**src/shared/swtr_defs.svh**
```systemverilog
// register offsets, field positions and reset values
// assumes a 16-bit plain register port
`ifndef SWTR_DEFS_SVH
`define SWTR_DEFS_SVH
`define SWTR_OFF_WAKE_SEL 16'h0040
`define SWTR_OFF_SEQ_SEL  16'h0041
`define SWTR_OFF_REG_EN   16'h0042
`define SWTR_OFF_STATE    16'h0043
`define SWTR_OFF_TRIG     16'h0d50
`define SWTR_OFF_IRQ_STS  16'h0d51
`define SWTR_OFF_IRQ_CLR  16'h0d52
`define SWTR_OFF_IRQ_EN   16'h0d53
`define SWTR_EDGE_HI      7
`define SWTR_EDGE_LO      2
`define SWTR_REG_EN_BIT   0
`define SWTR_SEL_RST      6'h00
`define SWTR_REG_EN_RST   1'b1
`define SWTR_SLEEP_IRQ    6'h0f
`define SWTR_ALL_EDGES    6'h3f
`endif

```
**src/shared/swtr_pkg.sv**
```systemverilog
// types for the sleep wake trigger router
// assumes swtr_defs.svh for all numbers
package swtr_pkg;
  typedef enum logic [1:0] {
    SWTR_SLEEP  = 2'b00,
    SWTR_WAKING = 2'b01,
    SWTR_NORMAL = 2'b10
  } swtr_state_e;

  typedef struct packed {
    logic mic_clamp_status;
    logic pin_five_signal;
    logic jack_detect_signal;
  } swtr_sig_s;

  // [5] clamp fall .. [0] jack rise
  typedef logic [5:0] swtr_edge_t;
endpackage

```
**src/verilog/swtr_top.sv**
```systemverilog
// sleep wake trigger router: edge latches, wake, sequencer, irq
// assumes debounced inputs synchronous to mclk_in
//
// What this block does
// - six wake select bits, 7 downto 2
// - selected latched edge wakes core regulator
// - status stays latched; clearing drops wake request
// - six sequencer select bits, same layout
// - sequencer starts only in normal operation
// - selected edge schedules its control sequence
// - writing zero enable sleeps, pin and wake request deasserted
// - separate irq mask per edge
// - pin five works as input during sleep
// - every edge sets status; write one clears
// - regulator pin high wakes regardless of selects
// - sleep irq only jack/pin five, held
`timescale 1ns/1ps
`include "swtr_defs.svh"

module swtr_top
  import swtr_pkg::*;
(
  input  logic        mclk_in,                // 25 MHz clock
  input  logic        arst_n_in,              // async reset
  input  swtr_sig_s   sig_in,                 // debounced levels
  input  logic        regulator_enable_pin_in,// regulator pin
  input  logic [15:0] addr_in,                // register address
  input  logic [15:0] wdata_in,               // write data
  input  logic        wr_in,                  // write strobe
  input  logic        rd_in,                  // read strobe
  output logic [15:0] rdata_out,              // read data
  output logic        core_reg_on_out,        // core regulator on
  output logic        core_supply_on_out,     // core supply on
  output logic        normal_out,             // normal operation
  output logic        seq_start_out,          // sequence pulse
  output logic [5:0]  seq_src_out,            // starting edges
  output logic        irq_out                 // interrupt, high
);

  swtr_sig_s   prev;
  logic        primed;
  swtr_edge_t  edge_now;
  swtr_edge_t  wake_sel;
  swtr_edge_t  seq_sel;
  logic        core_regulator_enable;
  swtr_edge_t  edge_trigger_status;
  swtr_edge_t  irq_sts;
  swtr_edge_t  irq_en;
  swtr_state_e state;
  swtr_state_e next_state;
  logic        irq_hold;
  logic        wake_req;
  logic        next_core_on;
  logic        asleep;
  logic        irq_live;
  swtr_edge_t  trig_clr;
  swtr_edge_t  irq_clr;
  swtr_edge_t  seq_hit;
  logic [15:0] rd_mux;
  logic        wr_wake;
  logic        wr_seq;
  logic        wr_regen;
  logic        wr_trig;
  logic        wr_iclr;
  logic        wr_ien;

  // register write decode
  assign wr_wake  = wr_in && (addr_in == `SWTR_OFF_WAKE_SEL);
  assign wr_seq   = wr_in && (addr_in == `SWTR_OFF_SEQ_SEL);
  assign wr_regen = wr_in && (addr_in == `SWTR_OFF_REG_EN);
  assign wr_trig  = wr_in && (addr_in == `SWTR_OFF_TRIG);
  assign wr_iclr  = wr_in && (addr_in == `SWTR_OFF_IRQ_CLR);
  assign wr_ien   = wr_in && (addr_in == `SWTR_OFF_IRQ_EN);

  assign trig_clr = wr_trig ?
    wdata_in[`SWTR_EDGE_HI:`SWTR_EDGE_LO] : 6'h00;
  assign irq_clr  = wr_iclr ?
    wdata_in[`SWTR_EDGE_HI:`SWTR_EDGE_LO] : 6'h00;

  // edge detection, live in every state
  always_ff @(posedge mclk_in or negedge arst_n_in) begin
    if (!arst_n_in) begin
      prev   <= '0;
      primed <= 1'b0;
    end else begin
      prev   <= sig_in;
      primed <= 1'b1;
    end
  end

  always_comb begin
    edge_now    = 6'h00;
    edge_now[0] = sig_in.jack_detect_signal
                  & ~prev.jack_detect_signal;
    edge_now[1] = ~sig_in.jack_detect_signal
                  & prev.jack_detect_signal;
    edge_now[2] = sig_in.pin_five_signal
                  & ~prev.pin_five_signal;
    edge_now[3] = ~sig_in.pin_five_signal
                  & prev.pin_five_signal;
    edge_now[4] = sig_in.mic_clamp_status
                  & ~prev.mic_clamp_status;
    edge_now[5] = ~sig_in.mic_clamp_status
                  & prev.mic_clamp_status;
    if (!primed) begin
      edge_now = 6'h00;
    end
  end

  // select registers
  always_ff @(posedge mclk_in or negedge arst_n_in) begin
    if (!arst_n_in) begin
      wake_sel <= `SWTR_SEL_RST;
      seq_sel  <= `SWTR_SEL_RST;
    end else begin
      if (wr_wake) begin
        wake_sel <= wdata_in[`SWTR_EDGE_HI:`SWTR_EDGE_LO];
      end
      if (wr_seq) begin
        seq_sel <= wdata_in[`SWTR_EDGE_HI:`SWTR_EDGE_LO];
      end
    end
  end

  // core regulator enable, written only through its register
  always_ff @(posedge mclk_in or negedge arst_n_in) begin
    if (!arst_n_in) begin
      core_regulator_enable <= `SWTR_REG_EN_RST;
    end else if (wr_regen) begin
      core_regulator_enable <= wdata_in[`SWTR_REG_EN_BIT];
    end
  end

  // latched trigger status, set wins over clear
  always_ff @(posedge mclk_in or negedge arst_n_in) begin
    if (!arst_n_in) begin
      edge_trigger_status <= 6'h00;
    end else begin
      edge_trigger_status <= (edge_trigger_status & ~trig_clr)
                             | edge_now;
    end
  end

  // wake request and regulator control
  assign wake_req = |(edge_trigger_status & wake_sel);
  assign next_core_on = wake_req
                        | core_regulator_enable
                        | regulator_enable_pin_in;

  always_comb begin
    case (state)
      SWTR_SLEEP: begin
        next_state = next_core_on ? SWTR_WAKING : SWTR_SLEEP;
      end
      SWTR_WAKING: begin
        next_state = next_core_on ? SWTR_NORMAL : SWTR_SLEEP;
      end
      SWTR_NORMAL: begin
        next_state = next_core_on ? SWTR_NORMAL : SWTR_SLEEP;
      end
      default: begin
        next_state = SWTR_SLEEP;
      end
    endcase
  end

  always_ff @(posedge mclk_in or negedge arst_n_in) begin
    if (!arst_n_in) begin
      state              <= SWTR_SLEEP;
      core_reg_on_out    <= 1'b0;
      core_supply_on_out <= 1'b0;
      normal_out         <= 1'b0;
    end else begin
      state              <= next_state;
      core_reg_on_out    <= next_core_on;
      core_supply_on_out <= next_core_on;
      normal_out         <= (next_state == SWTR_NORMAL);
    end
  end

  // sequencer: fresh edges only, and only when running
  assign seq_hit = (state == SWTR_NORMAL) ?
                   (edge_now & seq_sel) : 6'h00;

  always_ff @(posedge mclk_in or negedge arst_n_in) begin
    if (!arst_n_in) begin
      seq_start_out <= 1'b0;
      seq_src_out   <= 6'h00;
    end else begin
      seq_start_out <= |seq_hit;
      seq_src_out   <= seq_hit;
    end
  end

  // interrupt status, enable and clear
  always_ff @(posedge mclk_in or negedge arst_n_in) begin
    if (!arst_n_in) begin
      irq_sts <= 6'h00;
      irq_en  <= 6'h00;
    end else begin
      irq_sts <= (irq_sts & ~irq_clr) | edge_now;
      if (wr_ien) begin
        irq_en <= wdata_in[`SWTR_EDGE_HI:`SWTR_EDGE_LO];
      end
    end
  end

  assign asleep   = (state != SWTR_NORMAL);
  assign irq_live = |(irq_sts & irq_en & (asleep ?
                    `SWTR_SLEEP_IRQ : `SWTR_ALL_EDGES));

  // an irq raised asleep stays until the wake completes
  always_ff @(posedge mclk_in or negedge arst_n_in) begin
    if (!arst_n_in) begin
      irq_hold <= 1'b0;
    end else if (state == SWTR_WAKING && next_core_on) begin
      irq_hold <= 1'b0;
    end else if (state == SWTR_SLEEP && irq_live) begin
      irq_hold <= 1'b1;
    end
  end

  always_ff @(posedge mclk_in or negedge arst_n_in) begin
    if (!arst_n_in) begin
      irq_out <= 1'b0;
    end else begin
      irq_out <= irq_live | irq_hold;
    end
  end

  // read path
  always_comb begin
    rd_mux = 16'h0000;
    case (addr_in)
      `SWTR_OFF_WAKE_SEL: begin
        rd_mux[`SWTR_EDGE_HI:`SWTR_EDGE_LO] = wake_sel;
      end
      `SWTR_OFF_SEQ_SEL: begin
        rd_mux[`SWTR_EDGE_HI:`SWTR_EDGE_LO] = seq_sel;
      end
      `SWTR_OFF_REG_EN: begin
        rd_mux[`SWTR_REG_EN_BIT] = core_regulator_enable;
      end
      `SWTR_OFF_STATE: begin
        rd_mux[3:0] = {state, core_reg_on_out, wake_req};
      end
      `SWTR_OFF_TRIG: begin
        rd_mux[`SWTR_EDGE_HI:`SWTR_EDGE_LO] = edge_trigger_status;
      end
      `SWTR_OFF_IRQ_STS: begin
        rd_mux[`SWTR_EDGE_HI:`SWTR_EDGE_LO] = irq_sts;
      end
      `SWTR_OFF_IRQ_EN: begin
        rd_mux[`SWTR_EDGE_HI:`SWTR_EDGE_LO] = irq_en;
      end
      default: begin
        rd_mux = 16'h0000;
      end
    endcase
  end

  always_ff @(posedge mclk_in or negedge arst_n_in) begin
    if (!arst_n_in) begin
      rdata_out <= 16'h0000;
    end else begin
      rdata_out <= rd_in ? rd_mux : 16'h0000;
    end
  end
endmodule // swtr_top

```
**config.mk**
```make
export PLATFORM = sky130hd
export DESIGN_NAME = swtr_top
export DESIGN_NICKNAME = d
export VERILOG_FILES = /design/src/shared/swtr_pkg.sv /design/src/verilog/swtr_top.sv
export VERILOG_INCLUDE_DIRS = /design/src /design/src/shared
export SDC_FILE = /design/constraint.sdc
export NUM_CORES = 1
export LEC_CHECK = 0
export BUFFER_PORTS_ARGS = -buffer_cell sky130_fd_sc_hd__buf_4
export CAP_MARGIN = 20
export CORE_ASPECT_RATIO = 1.5
export CORE_UTILIZATION = 25
export DETAILED_ROUTE_END_ITERATION = 7
export PLACE_DENSITY = 0.52
export REMOVE_ABC_BUFFERS = 1
export SETUP_SLACK_MARGIN = 0.3
export SLEW_MARGIN = 25
export SYNTH_ARGS = -nofsm -noshare
export SYNTH_HDL_FRONTEND = slang
export SYNTH_SLANG_ARGS = --single-unit
```
**constraint.sdc**
```tcl
create_clock -name mclk_in -period 1.9 [get_ports mclk_in]
set_clock_uncertainty 0.15 [all_clocks]
set_input_delay 0 -clock mclk_in [delete_from_list [all_inputs] [get_ports mclk_in]]
set_output_delay 0 -clock mclk_in [all_outputs]
set_load 0.01 [all_outputs]
```
# Word-level counts from Yosys, hierarchy flattened
# Cells that the tools add are included.
# op_classes
bitwise	25
eq_ne	12
n_reduce_logical	14
muxes	15
# ops
cell	count
16-bit by 12-bit equality test with 1-bit output (second input constant)	4
16-bit by 7-bit equality test with 1-bit output (second input constant)	4
6-bit bitwise AND	6
6-bit 2-to-1 mux	5
4-bit case mux with 5 select lines	1
6-bit OR reduction	3
6-bit NOT	2
6-bit bitwise OR	2
2-bit case mux with 6 select lines	1
1-bit logical AND	8
8-bit 2-to-1 mux	1
1-bit bitwise AND	6
1-bit NOT	6
2-bit equality test (second input constant)	2
1-bit 2-to-1 mux	4
2-bit case mux with 2 select lines	1
1-bit bitwise OR	3
2-bit by 1-bit equality test with 1-bit output (second input constant)	1
2-bit logical NOT	1
2-bit 2-to-1 mux	1
2-bit != test (second input constant)	1
1-bit case mux with 2 select lines	1
2-bit nonzero test	1
2-bit OR reduction	1
# word_totals
input_bits	40
reg_bits	56

# Depth between registers and ports, before layout
# logic_depth
ltp_word	7
mapped_depth	6

# Worst setup path after synthesis
# Ideal clock, no wire load.
# synth_timing
kind	input port to flip-flop
startpoint	input addr_in[5]
endpoint	register wake_sel[0]
slack_ns	-0.334
n_path_buf	1
stages	5
required_ns	1.625
t_arrival_ns	1.959
path_cell_list	or4b_1 buf_2 or4_4 nor4b_4 mux2_2
# synth_via
elab_chain_len	2
# synth_lines
element	line_no	source
start, declared	swtr_top.sv:27	input logic [15:0] addr_in,
16-bit by 7-bit equality test with 1-bit output	--	
1-bit logical AND	swtr_top.sv:68	assign wr_wake = wr_in && (addr_in == `SWTR_OFF_WAKE_SEL);
end signal, assigned	swtr_top.sv:113	wake_sel <= `SWTR_SEL_RST;
end signal, assigned	swtr_top.sv:117	wake_sel <= wdata_in[`SWTR_EDGE_HI:`SWTR_EDGE_LO];
end, declared	swtr_top.sv:43	swtr_edge_t wake_sel;
# Every way passes these cells.
# A chain may end at the register's enable or synchronous reset.

# Final worst setup path
# layout_timing
startpoint	input addr_in[9]
endpoint	register wake_sel[0]
# The elaborated chain is that of the path after synthesis.

==> flow_metrics.tcl <==
set metrics [dict create \
    run_status "finished with violations" \
    violations "negative hold slack" \
    detail_route.drc_violations 0 \
    power_frac_seq 0.489 \
    seq_area_frac_synth 0.520 \
    synth-edff-count 0 \
    synthCells 233 \
    floorplan.die_area_um2 11200 \
    place_congestion 0.804 \
    fillers 1070 \
    worst_reg2reg_startpoint "state[0]" \
    rsz0062_at_grt "yes" \
    share_of_synthesized_flip_flops_with_an_asynchronous_set_or_reset 1.00 \
    pre_cts_slack_ns -0.343 \
    timing.setup.critical_path_class "in -> reg" \
    synth_area_um2 2700 \
    layout-drive-gt1-share 0.424 \
    dominant_combinational_cell_family_by_area_after_synthesis "simple AND/OR/NAND/NOR gates" \
    number_of_rows_created_at_floorplan 46 \
    start_util 0.256 \
    ctsLongestPathBuffers 2 \
    finish.net_count 371 \
    numPortBuffers 49 \
    avgViaCountPerCell 4.58 \
    hold_slack_ns -0.126 \
    grt_util_all_layers 0.137 \
    cap_violations 0 \
    synth_top_cells_by_area "sky130_fd_sc_hd__dfrtp_1 (51%), sky130_fd_sc_hd__mux2_2 (11%), sky130_fd_sc_hd__nand3_1 (4.8%)" \
    global_route_wire_length_before_repair_mm 11.5 \
    final_cell_mix "sky130_fd_sc_hd__buf_4 (79), sky130_fd_sc_hd__dfrtp_1 (55), sky130_fd_sc_hd__nand3_1 (25)" \
    avgRoutedWirePerCell_um 15.8 \
    maxSlewViolCount 0 \
    detailedPlacementHpwl_mm 5.39 \
    muxShareOfSynthArea 0.123 \
    clock-root-buffer "sky130_fd_sc_hd__clkbuf_16" \
    clock_sink_count 56 \
    dominantRegCellSynth "sky130_fd_sc_hd__dfrtp_1" \
    boundaryPins 67 \
    holdCritPathClass "in -> reg" \
    finalWorstPathRequiredPeriod_ns 1.84 \
    clkSlewWorstSetupHoldPaths_ns 0.07 \
    maximum_number_of_pins_on_one_net_before_global_route_repair 57 \
    netlist.area_leader.share 0.510 \
    startpoint_type "input pin" \
    power_frac_comb 0.138 \
    worst_ep_required_time_ns 1.93 \
    final-setup-viol-count 0 \
    post_synth.cell_area_avg_um2 11.6 \
    rr_endpoint "seq_start_out" \
    worst-r2r-setup-slack_ns 0.13 \
    detail_route.wirelength_mm 7.44 \
    dieHeight_um 129 \
    critPathCaptureType "flip-flop" \
    tightestPinTransition_ns 0.708 \
    p_int_w 0.00191 \
    crit_arrival_ns 1.87 \
    yosys.cell_types.count 47 \
    yosys_warnings 0 \
    layout_commonest_cell "sky130_fd_sc_hd__buf_4" \
    postSynthRegisterBits 56 \
    clock_insertion_delay_worst_skew_ns 0.30 \
    synth_compound_gate_area_share 0.103 \
    reg2reg_depth 6 \
    synth-adder-area-share 0.0186 \
    power.density_nw_per_um2 651 \
    dieWidth_um 86.8 \
    postRouteAntennaNets 0 \
    synthXorXnorAreaFrac 0 \
    drt_iter0_markers 84 \
    detail_route.first_pass.iterations 4 \
    number_of_antenna_violations_at_the_first_check_in_global_routing 0 \
    final_cycle_share 0.967 \
    power.net_switching_w 0.000608 \
    route.vias.total 2163 \
    place.detailed.instances 442 \
    cp-endpoint "wake_sel[0]" \
    number_of_global_route_vias_before_repair 2193 \
    achievable-frequency_mhz 544 \
    clock_power_share 0.373 \
    synthDominantAreaCellType "sky130_fd_sc_hd__dfrtp_1" \
    slew-limit-headroom 0.528 \
    finalHoldViolations 1 \
    cp_max_fo 6 \
    insertedDiodeCount 0 \
    synth_simple_gate_area_share 0.187 \
    leakage_nw 1.81 \
    power.share.switching 0.242 \
    global_route.overflow_total 0 \
    tritoncts_clock_tree "built" \
    numCtsBuffers 5 \
    vdd.ir_drop.worst_uv 329 \
    cts-htree-levels 2 \
    fin_cells 472 \
    hold_buffers 15 \
    crit_start "addr_in[9]" \
    setup_slack_ns 0.0632 \
    core_um2 10500 \
    layout-area-overhead-vs-synth_pct 43.3 \
]
-- metrics by stage --
| stage | utilization | power, W | hold WS, ns | TNS (ns) | area (um2) |
|---|---|---|---|---|---|
| final | 0.367 | 0.00252 | -0.126 | 0 | 3860 |
| after global placement | 0.320 | 0.00155 | -0.0643 | -3.93 | 3370 |
| after detailed placement | 0.320 | 0.00156 | -0.0408 | -4.10 | 3370 |
| after floorplan | - | 0.00137 | -0.446 | -4.64 | 2620 |
| after global routing | 0.367 | 0.00263 | -0.0967 | 0 | 3860 |
| after CTS | 0.358 | 0.00254 | -0.134 | 0 | 3770 |
-- what timing repair did --
item	in CTS	in global routing
setup buffers	2	4
resized for setup	21	12
setup endpoints to repair	16	23
pin swaps	5	4
gates cloned	0	1
endpoints found under the hold margin	98	1
-- layer usage --
metal	part of all wire	GRT usage
met1	0.41	0.158
met2	0.53	0.251
met3	0.040	0.0229
met4	0.021	0.0510
met5	0	0
-- layout make-up --
cell class,instances,area (um2),area share
repair buffers,99,808,0.209
clock buffers,6,139,0.0359
clock inverters,2,10.0,0.00259
multi-input cells,161,1310,0.339
well taps,144,180,0.0466
inverters,4,15.0,0.00389
flip-flops and latches,56,1400,0.363
-- registers in the layout, summed over array words and instances, names as in the netlist, 2 cells and up --
register,flops
prev,3
irq_en,6
wake_sel,6
edge_trigger_status,6
irq_sts,6
state,2
seq_src_out,6
rdata_out,8
seq_sel,6
-- how the worst min path moves through the flow --
stage          slack [ns]        start                  to  cells past startpoint
2_1_floorplan       -0.45    arst_n_in  core_supply_on_out                      0
3_3_place_gp        -0.06    arst_n_in      seq_src_out[2]                      1
3_5_place_dp        -0.04    arst_n_in      seq_src_out[3]                      1
4_1_cts             -0.13  addr_in[13]        rdata_out[3]                      4
5_1_grt              -0.1  addr_in[13]        rdata_out[3]                      4
6_report            -0.13  addr_in[12]        rdata_out[3]                      4
-- power by group through the flow --
stage | Sequential [W] | Clock [W] | Combinational [W]
2_1_floorplan | 0.00126 | 0 | 0.000106
3_3_place_gp | 0.00125 | 0 | 0.000298
3_5_place_dp | 0.00125 | 0 | 0.000305
4_1_cts | 0.00123 | 0.000965 | 0.000350
5_1_grt | 0.00123 | 0.00101 | 0.000384
6_report | 0.00123 | 0.000938 | 0.000347
-- cells in the mapped netlist, types with 3 or more instances --
| cell | count |
|---|---|
| sky130_fd_sc_hd__nand3_1 | 26 |
| sky130_fd_sc_hd__mux2i_1 | 4 |
| sky130_fd_sc_hd__mux2_2 | 26 |
| sky130_fd_sc_hd__nand2_1 | 5 |
| sky130_fd_sc_hd__clkbuf_1 | 9 |
| sky130_fd_sc_hd__a22oi_1 | 5 |
| sky130_fd_sc_hd__a31oi_1 | 4 |
| sky130_fd_sc_hd__dfrtp_1 | 55 |
| sky130_fd_sc_hd__nor2b_1 | 7 |
| sky130_fd_sc_hd__a22o_1 | 12 |
| sky130_fd_sc_hd__nor2_1 | 11 |
| sky130_fd_sc_hd__a21boi_0 | 3 |
| sky130_fd_sc_hd__and3_1 | 7 |
| sky130_fd_sc_hd__ha_1 | 4 |
| sky130_fd_sc_hd__o2bb2ai_1 | 3 |
| sky130_fd_sc_hd__inv_1 | 4 |
| sky130_fd_sc_hd__nor3_1 | 4 |
| sky130_fd_sc_hd__buf_4 | 9 |
-- critical path, stage by stage --
cell and delay, ns:
sky130_fd_sc_hd__buf_6 0.09, sky130_fd_sc_hd__or4b_4 0.53, sky130_fd_sc_hd__or4_4 0.54, sky130_fd_sc_hd__nor4b_4 0.24
sky130_fd_sc_hd__buf_6 0.17, sky130_fd_sc_hd__mux2_4 0.31
-- cell families after synthesis --
| kind of cell | Yosys count |
|---|---|
| muxes | 30 |
| AOI/OAI and AO/OA | 35 |
| buffers and inverters | 23 |
| adders and majority gates | 4 |
| other | 2 |
| and+or+nand+nor | 83 |
| DFF | 56 |
No activity file was read; power rests on OpenSTA's default activity.
